[config.mk]
export PLATFORM = sky130hd
export DESIGN_NAME = dtc_timer_ctrl
export DESIGN_NICKNAME = d
export VERILOG_FILES = /design/src/dtc_pkg.sv /design/src/dtc_pin_sync.sv /design/src/dtc_timer_ctrl.sv
export SDC_FILE = /design/constraint.sdc
export NUM_CORES = 1
export LEC_CHECK = 0
export BUFFER_PORTS_ARGS = -buffer_cell sky130_fd_sc_hd__buf_2
export CAP_MARGIN = 0
export CORE_MARGIN = 3
export CORE_UTILIZATION = 53
export CTS_CLUSTER_SIZE = 40
export DETAILED_ROUTE_END_ITERATION = 7
export PLACE_DENSITY = 0.84
export SLEW_MARGIN = 20
export SYNTH_ARGS = -nofsm -noshare
export SYNTH_HDL_FRONTEND = slang
export SYNTH_HIERARCHICAL = 1
export SYNTH_SLANG_ARGS = --single-unit
[constraint.sdc]
create_clock -name clk -period 1.8 [get_ports clk]
set_input_delay 0.18 -clock clk [delete_from_list [all_inputs] [get_ports clk]]
set_output_delay 0.18 -clock clk [all_outputs]
set_load 0.05 [all_outputs]
[src/dtc_pkg.sv]
package dtc_pkg;

  // Register addresses
  localparam logic [7:0] ADDR_CONTROL = 8'h88;
  localparam logic [7:0] ADDR_MODE    = 8'h89;
  localparam logic [7:0] ADDR_A_LOW   = 8'h8a;
  localparam logic [7:0] ADDR_B_LOW   = 8'h8b;
  localparam logic [7:0] ADDR_A_HIGH  = 8'h8c;
  localparam logic [7:0] ADDR_B_HIGH  = 8'h8d;

  // Control register bit positions
  localparam int CTL_B_OVF   = 7;
  localparam int CTL_B_RUN   = 6;
  localparam int CTL_A_OVF   = 5;
  localparam int CTL_A_RUN   = 4;
  localparam int CTL_XB_FLAG = 3;
  localparam int CTL_XB_TRIG = 2;
  localparam int CTL_XA_FLAG = 1;
  localparam int CTL_XA_TRIG = 0;

  // Mode register fields
  localparam int MOD_A_GATE = 3;
  localparam int MOD_A_SRC  = 2;
  localparam int MOD_A_MODE = 0;

  // Timer A mode codes
  localparam logic [1:0] MODE_PRESC  = 2'h0;
  localparam logic [1:0] MODE_WIDE   = 2'h1;
  localparam logic [1:0] MODE_RELOAD = 2'h2;
  localparam logic [1:0] MODE_SPLIT  = 2'h3;

  // Reset values
  localparam logic [7:0] RST_BYTE = 8'h00;
  localparam logic [7:0] RST_DATA = 8'h00;

  // Pin synchroniser lanes
  localparam int PIN_COUNT_A = 0;
  localparam int PIN_IRQ_A   = 1;
  localparam int PIN_IRQ_B   = 2;
  localparam int PIN_NUM     = 3;

endpackage

[src/dtc_pin_sync.sv]
`timescale 1ns/1ps
module dtc_pin_sync #(
  parameter int W = dtc_pkg::PIN_NUM
) (
  // Clock and reset
  input  wire logic         clk,
  input  wire logic         rst_n,
  // Raw pins
  input  wire logic [W-1:0] pin_in,
  // Synchronised view
  output logic      [W-1:0] level_out,
  output logic      [W-1:0] fall_out
);

  logic [W-1:0] meta_reg;
  logic [W-1:0] sync_reg;
  logic [W-1:0] prev_reg;

  // Two stages per lane, then an edge stage reading only the second
  genvar i;
  generate
    for (i = 0; i < W; i++) begin : g_lane
      always_ff @(posedge clk or negedge rst_n) begin
        if (!rst_n) begin
          meta_reg[i] <= 1'b1;
          sync_reg[i] <= 1'b1;
          prev_reg[i] <= 1'b1;
        end else begin
          meta_reg[i] <= pin_in[i];
          sync_reg[i] <= meta_reg[i];
          prev_reg[i] <= sync_reg[i];
        end
      end
      assign level_out[i] = sync_reg[i];
      assign fall_out[i]  = prev_reg[i] & ~sync_reg[i];
    end
  endgenerate

endmodule

[src/dtc_timer_ctrl.sv]
`timescale 1ns/1ps
// Function
// (RULE1) Source bit picks count pin or clock
// (RULE2) Mode 00: high byte, 5-bit prescaler
// (RULE3) Mode 01: one cascaded 16-bit counter
// (RULE4) Mode 10: low byte reloads from high
// (RULE5) Mode 11: split bytes, high under B
// (RULE6) B overflow flag set, cleared on vector
// (RULE7) Timer B counts only while running
// (RULE8) A overflow flag set, cleared on vector
// (RULE9) Timer A counts only while running; in mode 11 the high byte counts under the timer B run bit instead
// (RULE10) Ext B flag: falling edge or low
// (RULE11) Vector clears edge flags; level follows pin
// (RULE12) Trigger bit 1 edge, 0 level
// (RULE13) Ext A behaves same at bits 1/0
// (RULE14) Ext bits never touch timer counting
// (RULE15) A gated by run and gate/pin
// (RULE16) Prescaled mode is 13-bit rollover counter
// (RULE17) Run bit never clears count registers
// (RULE18) Count pin falls counted once each
module dtc_timer_ctrl (
  // Clock and reset
  input  wire logic       clk,
  input  wire logic       nrst,
  // Register port
  input  wire logic [7:0] reg_addr,
  input  wire logic [7:0] reg_wdata,
  input  wire logic       reg_wr,
  input  wire logic       reg_rd,
  output logic      [7:0] reg_rdata,
  // Vector acknowledges from the core
  input  wire logic       vec_timer_a,
  input  wire logic       vec_timer_b,
  input  wire logic       vec_ext_a,
  input  wire logic       vec_ext_b,
  // External pins
  input  wire logic       timer_a_count_pin,
  input  wire logic       ext_irq_a_pin,
  input  wire logic       ext_irq_b_pin,
  // Request flags
  output logic            timer_a_overflow_flag,
  output logic            timer_b_overflow_flag,
  output logic            ext_irq_a_flag,
  output logic            ext_irq_b_flag
);

  logic       rst_meta_reg;
  logic       rst_n;
  logic [7:0] reg_rdata_reg;
  logic [7:0] mode_reg;
  logic       run_a_reg;
  logic       run_b_reg;
  logic       trig_a_reg;
  logic       trig_b_reg;
  logic       timer_a_overflow_flag_reg;
  logic       timer_b_overflow_flag_reg;
  logic       ext_irq_a_flag_reg;
  logic       ext_irq_b_flag_reg;
  logic [7:0] timer_a_low_reg;
  logic [7:0] timer_a_high_reg;
  logic [7:0] timer_a_low_next;
  logic [7:0] timer_a_high_next;
  logic [15:0] timer_b_reg;
  logic [15:0] timer_b_next;
  logic [2:0] pin_level;
  logic [2:0] pin_fall;
  logic       wr_ctl;
  logic       wr_a_low;
  logic       wr_a_high;
  logic       count_a_en;
  logic       ovf_a;
  logic       ovf_split_high;
  logic       ovf_b;
  logic [1:0] timer_a_mode;

  // Reset released through two flops, asserted at once
  always_ff @(posedge clk or negedge nrst) begin
    if (!nrst) begin
      rst_meta_reg <= 1'b0;
      rst_n        <= 1'b0;
    end else begin
      rst_meta_reg <= 1'b1;
      rst_n        <= rst_meta_reg;
    end
  end

  // Pins reach the logic only after two flops
  dtc_pin_sync #(
    .W (dtc_pkg::PIN_NUM)
  ) u_pin_sync (
    .clk       (clk),
    .rst_n     (rst_n),
    .pin_in    ({ext_irq_b_pin, ext_irq_a_pin, timer_a_count_pin}),
    .level_out (pin_level),
    .fall_out  (pin_fall)
  );

  assign wr_ctl       = reg_wr && (reg_addr == dtc_pkg::ADDR_CONTROL);
  assign wr_a_low     = reg_wr && (reg_addr == dtc_pkg::ADDR_A_LOW);
  assign wr_a_high    = reg_wr && (reg_addr == dtc_pkg::ADDR_A_HIGH);
  assign timer_a_mode = mode_reg[dtc_pkg::MOD_A_MODE +: 2];

  // Software-owned control bits; ext bits only reach the ext logic
  always_ff @(posedge clk or negedge rst_n) begin
    if (!rst_n) begin
      mode_reg   <= dtc_pkg::RST_BYTE;
      run_a_reg  <= 1'b0;
      run_b_reg  <= 1'b0;
      trig_a_reg <= 1'b0;
      trig_b_reg <= 1'b0;
    end else begin
      if (reg_wr && (reg_addr == dtc_pkg::ADDR_MODE)) begin
        mode_reg <= reg_wdata;
      end
      if (wr_ctl) begin
        run_a_reg  <= reg_wdata[dtc_pkg::CTL_A_RUN];
        run_b_reg  <= reg_wdata[dtc_pkg::CTL_B_RUN];
        trig_a_reg <= reg_wdata[dtc_pkg::CTL_XA_TRIG];
        trig_b_reg <= reg_wdata[dtc_pkg::CTL_XB_TRIG];
      end
    end
  end

  // Timer A count enable: run, gate, then clock or pin falls
  assign count_a_en = run_a_reg                                        // [RULE9] [RULE14]
                      && (!mode_reg[dtc_pkg::MOD_A_GATE] || pin_level[dtc_pkg::PIN_IRQ_A]) // [RULE15]
                      && (mode_reg[dtc_pkg::MOD_A_SRC] ? pin_fall[dtc_pkg::PIN_COUNT_A] : 1'b1); // [RULE1] [RULE18]

  // Timer A next value per mode; a software write wins over counting
  always_comb begin
    timer_a_low_next  = timer_a_low_reg;
    timer_a_high_next = timer_a_high_reg;
    ovf_a             = 1'b0;
    ovf_split_high    = 1'b0;
    if (count_a_en) begin
      case (timer_a_mode)
        dtc_pkg::MODE_PRESC: begin
          // Upper three low bits are left alone, so they hold what was written
          if (timer_a_low_reg[4:0] == 5'h1f) begin
            timer_a_low_next  = {timer_a_low_reg[7:5], 5'h00};             // [RULE2]
            timer_a_high_next = 8'(timer_a_high_reg + 8'h01);              // [RULE2]
            ovf_a             = (timer_a_high_reg == 8'hff);               // [RULE16]
          end else begin
            timer_a_low_next = {timer_a_low_reg[7:5], 5'(timer_a_low_reg[4:0] + 5'h01)};
          end
        end
        dtc_pkg::MODE_WIDE: begin
          timer_a_low_next = 8'(timer_a_low_reg + 8'h01);                  // [RULE3]
          if (timer_a_low_reg == 8'hff) begin
            timer_a_high_next = 8'(timer_a_high_reg + 8'h01);              // [RULE3]
            ovf_a             = (timer_a_high_reg == 8'hff);
          end
        end
        dtc_pkg::MODE_RELOAD: begin
          if (timer_a_low_reg == 8'hff) begin
            timer_a_low_next = timer_a_high_reg;                           // [RULE4]
            ovf_a            = 1'b1;
          end else begin
            timer_a_low_next = 8'(timer_a_low_reg + 8'h01);
          end
        end
        default: begin
          timer_a_low_next = 8'(timer_a_low_reg + 8'h01);                  // [RULE5]
          ovf_a            = (timer_a_low_reg == 8'hff);
        end
      endcase
    end
    // Split mode: high byte times the clock under timer B run bit
    if ((timer_a_mode == dtc_pkg::MODE_SPLIT) && run_b_reg) begin
      timer_a_high_next = 8'(timer_a_high_reg + 8'h01);                    // [RULE5]
      ovf_split_high    = (timer_a_high_reg == 8'hff);
    end
    if (wr_a_low) begin
      timer_a_low_next = reg_wdata;
    end
    if (wr_a_high) begin
      timer_a_high_next = reg_wdata;
    end
  end

  // Timer A count registers; run bit alone never clears them
  always_ff @(posedge clk or negedge rst_n) begin
    if (!rst_n) begin
      timer_a_low_reg  <= dtc_pkg::RST_DATA;
      timer_a_high_reg <= dtc_pkg::RST_DATA;
    end else begin
      timer_a_low_reg  <= timer_a_low_next;                                // [RULE17]
      timer_a_high_reg <= timer_a_high_next;
    end
  end

  // Timer B: plain 16-bit clock timer while its run bit is set
  always_comb begin
    timer_b_next = timer_b_reg;
    ovf_b        = 1'b0;
    if (run_b_reg) begin
      timer_b_next = 16'(timer_b_reg + 16'h0001);                          // [RULE7]
      ovf_b        = (timer_b_reg == 16'hffff);
    end
    if (reg_wr && (reg_addr == dtc_pkg::ADDR_B_LOW)) begin
      timer_b_next[7:0] = reg_wdata;
    end
    if (reg_wr && (reg_addr == dtc_pkg::ADDR_B_HIGH)) begin
      timer_b_next[15:8] = reg_wdata;
    end
  end

  always_ff @(posedge clk or negedge rst_n) begin
    if (!rst_n) begin
      timer_b_reg <= {dtc_pkg::RST_DATA, dtc_pkg::RST_DATA};
    end else begin
      timer_b_reg <= timer_b_next;
    end
  end

  // Overflow flags: hardware set wins over vector or software clear
  always_ff @(posedge clk or negedge rst_n) begin
    if (!rst_n) begin
      timer_a_overflow_flag_reg <= 1'b0;
      timer_b_overflow_flag_reg <= 1'b0;
    end else begin
      timer_a_overflow_flag_reg <= ovf_a
        || (wr_ctl ? reg_wdata[dtc_pkg::CTL_A_OVF] : (timer_a_overflow_flag_reg && !vec_timer_a)); // [RULE8]
      // Split mode lends this flag to the high byte of timer A
      timer_b_overflow_flag_reg <= ((timer_a_mode == dtc_pkg::MODE_SPLIT) ? ovf_split_high : ovf_b)
        || (wr_ctl ? reg_wdata[dtc_pkg::CTL_B_OVF] : (timer_b_overflow_flag_reg && !vec_timer_b)); // [RULE6]
    end
  end

  // External flags: edge mode latches falls, level mode tracks the pin
  always_ff @(posedge clk or negedge rst_n) begin
    if (!rst_n) begin
      ext_irq_a_flag_reg <= 1'b0;
      ext_irq_b_flag_reg <= 1'b0;
    end else begin
      if (trig_a_reg) begin
        ext_irq_a_flag_reg <= pin_fall[dtc_pkg::PIN_IRQ_A]                 // [RULE13]
          || (wr_ctl ? reg_wdata[dtc_pkg::CTL_XA_FLAG] : (ext_irq_a_flag_reg && !vec_ext_a)); // [RULE11]
      end else begin
        ext_irq_a_flag_reg <= !pin_level[dtc_pkg::PIN_IRQ_A];              // [RULE13] [RULE11]
      end
      if (trig_b_reg) begin
        ext_irq_b_flag_reg <= pin_fall[dtc_pkg::PIN_IRQ_B]                 // [RULE10] [RULE12]
          || (wr_ctl ? reg_wdata[dtc_pkg::CTL_XB_FLAG] : (ext_irq_b_flag_reg && !vec_ext_b)); // [RULE11]
      end else begin
        ext_irq_b_flag_reg <= !pin_level[dtc_pkg::PIN_IRQ_B];              // [RULE10] [RULE12]
      end
    end
  end

  // Read data valid only in the cycle after the strobe
  always_ff @(posedge clk or negedge rst_n) begin
    if (!rst_n) begin
      reg_rdata_reg <= dtc_pkg::RST_DATA;
    end else if (reg_rd) begin
      case (reg_addr)
        dtc_pkg::ADDR_CONTROL: reg_rdata_reg <= {timer_b_overflow_flag_reg, run_b_reg,
                                                 timer_a_overflow_flag_reg, run_a_reg,
                                                 ext_irq_b_flag_reg, trig_b_reg,
                                                 ext_irq_a_flag_reg, trig_a_reg};
        dtc_pkg::ADDR_MODE:    reg_rdata_reg <= mode_reg;
        dtc_pkg::ADDR_A_LOW:   reg_rdata_reg <= timer_a_low_reg;
        dtc_pkg::ADDR_A_HIGH:  reg_rdata_reg <= timer_a_high_reg;
        dtc_pkg::ADDR_B_LOW:   reg_rdata_reg <= timer_b_reg[7:0];
        dtc_pkg::ADDR_B_HIGH:  reg_rdata_reg <= timer_b_reg[15:8];
        default:               reg_rdata_reg <= 8'h00;
      endcase
    end else begin
      reg_rdata_reg <= 8'h00;
    end
  end

  assign reg_rdata             = reg_rdata_reg;
  assign timer_a_overflow_flag = timer_a_overflow_flag_reg;
  assign timer_b_overflow_flag = timer_b_overflow_flag_reg;
  assign ext_irq_a_flag        = ext_irq_a_flag_reg;
  assign ext_irq_b_flag        = ext_irq_b_flag_reg;
endmodule

; ---- Word level (Yosys, flattened, before mapping)
; Cells that the tools add are included.
[totals]
inputBits = 27
wordCells = 116
ff_bits = 67
[op_classes]
add_sub_neg = 4
bitwise_logic = 6
n_reduce_logical = 33
mux = 31
eq_ne = 16
[op_table]
columns = operator, n
row1 = $mux 8, 11
row2 = $eq 8x8->1 const B, 8
row3 = $pmux 8 s6, 1
row4 = $pmux 8 s2, 2
row5 = $add 16x1->16 const B, 1
row6 = $add 8x1->8 const B, 2
row7 = $eq 16x16->1 const B, 1
row8 = $mux 16, 1
row9 = $mux 1, 14
row10 = $logic_and 1x1->1, 13
row11 = $ne 4x4->1 const B, 2
row12 = $logic_not 1->1, 7
row13 = $reduce_bool 2->1, 3
row14 = $add 5x1->5 const B, 1
row15 = $eq 5x5->1 const B, 1
row16 = $logic_or 1x1->1, 5
row17 = $mux 5, 1
row18 = $eq 2x2->1 const B, 2
row19 = $reduce_and 4->1, 1
row20 = $reduce_bool 4->1, 1
row21 = $and 1x1->1, 3
row22 = $not 1->1, 3
row23 = $pmux 1 s3, 1
row24 = $reduce_bool 3->1, 1
row25 = 4 further kinds, 4

; ---- Logic depth before layout (Yosys ltp)
[logic_depth]
ltp_word = 7
ltp_mapped = 9
depth_no_buf = 9

; ---- Cells and area by module
; The synthesis kept the hierarchy.
[by_module_without_submodules]
columns = mod, instances, cells_per_inst, area_each_um2
row1 = dtc_timer_ctrl, 1, 343, 3434.5
row2 = dtc_pin_sync, 1, 12, 277.8

; ---- Worst setup path after synthesis
; Ideal clock, no wire load.
[synth_timing]
path_type = register to register
start = reg timer_a_low_reg[0]
end = reg timer_a_high_reg[5]
period_less_slack_ns = 1.999
arrival_ns = 1.877
path_stages_with_launch = 10
t_required_ns = 1.677
setup_slack_ns = -0.199
cell_sequence = dfrtp_1 > ha_1 > nand3_4 > inv_1 > ha_1 > or2b_1 > o311a_4 > nor4_1 > xnor2_1 > a21oi_1
[synth_via]
elab_chain_len = 3
elab_cells_between_ends = 5
[synth_lines]
columns = item, line
row1 = from (decl), dtc_timer_ctrl.sv:59  ; logic [7:0] timer_a_low_reg;
row2 = from (signal assigned), dtc_timer_ctrl.sv:184  ; timer_a_low_reg <= dtc_pkg::RST_DATA;
row3 = from (signal assigned), dtc_timer_ctrl.sv:187  ; timer_a_low_reg <= timer_a_low_next;
row4 = $eq 8x8->1 / $eq 5x5->1 (equally long branches), "dtc_timer_ctrl.sv:149, dtc_timer_ctrl.sv:139"
row5 = $ne 4x4->1 (no line), -
row6 = $reduce_and 4->1 (no line) *, -
row7 = to (signal assigned), dtc_timer_ctrl.sv:185  ; timer_a_high_reg <= dtc_pkg::RST_DATA;
row8 = to (signal assigned), dtc_timer_ctrl.sv:188  ; timer_a_high_reg <= timer_a_high_next;
row9 = to (decl), dtc_timer_ctrl.sv:60  ; logic [7:0] timer_a_high_reg;
; Mark *: on every way between the ends. The rest lies on a longest branch, timed or not.
; A chain may end at the register's enable or synchronous reset.

; ---- Worst setup path in the final report
[layout_timing]
start = reg timer_a_low_reg[1]
end = reg timer_a_high_reg[6]
; Same word-level chain as after synthesis.

==> reports/metrics.csv <==
metric;value;unit
max_cap_viol_count;0;
critPathMaxFanout;7;
report.final.hold_viol_count;0;
nets;456;
worstMarginPinSlew;629.8;ps
coreArea;0.006568;sq mm
finalCritPeriodShare;1.040;
layout-drive-gt1-share;0.3333;
synth_edf_count;0;
postCtsSetupRepairBufs;0;
grt.overflow.total;0;
die_y;89.69;um
first_iter_violations;365;
placed_cells;502;
grt_max_degree;66;
worstPathArrival;2070;ps
dp_slack;-128.5;ps
setup.worst_path.start;timer_a_low_reg[1];
synthToLayoutAreaGrowth;22.68;%
dp_hpwl;6.939;mm
fmax;534.1;MHz
cts_tree;done;
stdcell_count;522;
violations;negative setup slack;
port-buffer-count;38;
hp-class;input pin to register;
cp.required;2000;ps
largest_register_ff_count;16;
grt_pass1_vias;3030;
r2r-start;timer_a_low_reg[1];
ys_seq_area_frac;0.4547;
async_flop_share;1.000;
endpoint_kind;register;
viasPerCell;6.193;
fin_area;0.004554;sq mm
vdd_ir_drop_max;0.6467;mV
cts_buffer_depth;2;
p_leak;1.889;nW
grt_pass1_wl;15.67;mm
routed-via-count;3233;
hp-start;reg_rd;
synthFlopType;dfrtp_1;
fin_setup_tns;-315.3;ps
clkLatencyLatePin;350;ps
io_pins;39;
synth_area;0.003712;sq mm
rows;29;
ys_types;61;
ys_warn_count;6;
pwr_density_cell;1106;mW/mm^2
finClkSkew;5.223;ps
routed_wirelength;9.987;mm
initial_core_util;0.5653;
track_usage;0.2690;
drc;0;
finalSetupViolCount;7;
synth-seq-cells;67;
htree_levels;3;
synthesis.instances;355;
fin_crit;1872;ps
die_area;0.008044;sq mm
worstSetupStartpointType;register;
wl_per_cell;19.13;um
outcome;finished with violations;
rsz0062_at_grt;yes;
avgSynthCellArea;10.46;sq um
antenna_left;0;
drtPass1Iterations;5;
cts_root_buf;clkbuf_8;
cts_made_buffers;9;
fp.dieW;89.69;um
maxSlewViolCount;0;
synth_fp_nets;387;
timing_worst_setup_path_type;register to register;
slew_headroom;0.5802;
place_area;0.004232;sq mm
worst_slack;-72.16;ps
gp_congestion;0.9468;
clock_sink_count;67;
antenna_found_initial;0;
antenna_cells;0;
cts.clk_slew.worst_paths;70;ps
==> critical path: stages, from the launching register on <==
cell and delay (ps):
dfrtp_1 400, ha_4 160, nand3_4 90, inv_4 70, ha_4 120, or2b_1 230
o311a_4 200, nor4_2 190, xnor2_1 170, a21oi_1 100
==> final cells by class <==
| type | instances | area (sq um) |
|---|---|---|
| clock buffers | 10 | 137.6 |
| repair buffers | 71 | 476.7 |
| inverters | 9 | 36.28 |
| clock inverters | 6 | 41.29 |
| flip-flops and latches | 67 | 1689 |
| fillers | 461 | 2013 |
| well taps | 93 | 116.4 |
| multi-input cells | 266 | 2057 |
==> layer usage <==
metal,GRT usage,routed length [um],vias up
li1,-,-,1424
met1,0.3629,3979,1524
met2,0.4036,4456,230
met3,0.06204,1088,55
met4,0.1434,462,0
met5,0,0,-
==> cells by family (layout without fill, tap and decap cells) <==
group           count (synthesis)  in the layout  synth area share
compound gates                 65             65            0.1079
xor+xnor                       25             25           0.05898
fa+ha+maj                       5              5           0.01685
buf+inv                        22             96           0.02865
flops                          67             67            0.4547
mux                            31             31            0.1163
other cells                     1              1          0.001010
simple gates                  139            139            0.2157
==> cells in the mapped netlist, drive strengths merged (2+ instances only) <==
cell type,count,area share
a21oi,24,0.032
a22o,4,0.0094
a31oi,2,0.0034
a41oi,3,0.0071
and2,5,0.0084
and3,4,0.0071
and4,3,0.0074
buf,10,0.017
clkbuf,3,0.0030
dfrtp,58,0.39
dfstp,9,0.064
ha,5,0.017
inv,8,0.0081
mux2,14,0.042
mux2i,9,0.024
mux4,8,0.050
nand2,31,0.031
nand3,15,0.024
nand3b,3,0.0061
nand4,9,0.017
nor2,30,0.030
nor2b,6,0.016
nor3,12,0.019
nor3b,4,0.0081
nor4,4,0.0084
o21a,2,0.0040
o21ai,16,0.022
o22ai,8,0.013
or2,2,0.0034
or2b,3,0.0067
or3b,2,0.0047
xnor2,14,0.033
xor2,11,0.026
==> worst paths after layout <==
check / endpoint / slack (ps) / depth (start not counted)
setup / recovery: timer_a_high_reg[6] / -70 / 9
min in group asynchronous: rst_meta_reg / 130 / 2
hold reg to reg: timer_b_reg[6] / 260 / 1
hold / removal: reg_rdata[7] / 110 / 2
setup reg to reg: timer_a_high_reg[6] / -70 / 9
max in group asynchronous: u_pin_sync/meta_reg[0] / 1180 / 1
==> layout by cell type (no fill, tap or decap), types with 3 or more instances in the layout <==
cell type / Yosys / layout
a21oi_1: 24 / 23
a22o_1: 4 / 4
and2_1: 5 / 4
and3_1: 3 / 3
buf_2: 7 / 38
buf_4: 2 / 26
clkbuf_8: 0 / 10
clkinvlp_4: 0 / 3
dfrtp_1: 58 / 57
dfstp_2: 9 / 9
dlygate4sd3_1: 0 / 4
ha_1: 5 / 3
inv_1: 8 / 7
mux2_1: 6 / 6
mux2_2: 8 / 8
mux2i_1: 9 / 9
mux4_2: 7 / 7
nand2_1: 31 / 31
nand3_1: 14 / 13
nand3b_1: 3 / 3
nand4_1: 8 / 8
nor2_1: 30 / 28
nor2b_1: 3 / 3
nor2b_4: 3 / 3
nor3_1: 11 / 7
nor3_4: 1 / 3
o21ai_0: 14 / 14
o22ai_1: 8 / 8
xnor2_1: 14 / 13
xor2_1: 11 / 11
==> through the flow <==
stage,hold WS [ps],util,power [mW]
after global placement,-34.49,0.6443,3.702
after detailed placement,-33.10,0.6443,3.774
after CTS,100.3,0.6893,4.977
after floorplan,-115.6,-,3.175
final,112.0,0.6935,5.036
after global routing,115.1,0.6935,5.290
==> report_power, final <==
group / switching, mW / leakage (nW) / internal (mW) / total (mW)
registers: 0.472 / 0.775 / 1.84 / 2.31
clock network: 0.603 / 0.0843 / 0.533 / 1.14
logic: 0.812 / 1.03 / 0.778 / 1.59
total: 1.89 / 1.89 / 3.15 / 5.04
==> repair_timing <==
item / 4_1_cts / 5_1_grt
resized for setup: 14 / 7
endpoints found under the setup margin: 8 / 13
hold endpoints to repair: 5 / 0
gates cloned: 0 / 0
hold buffers: 4 / 0
pin swaps: 8 / 9
No activity file was read; power rests on OpenSTA's default activity.
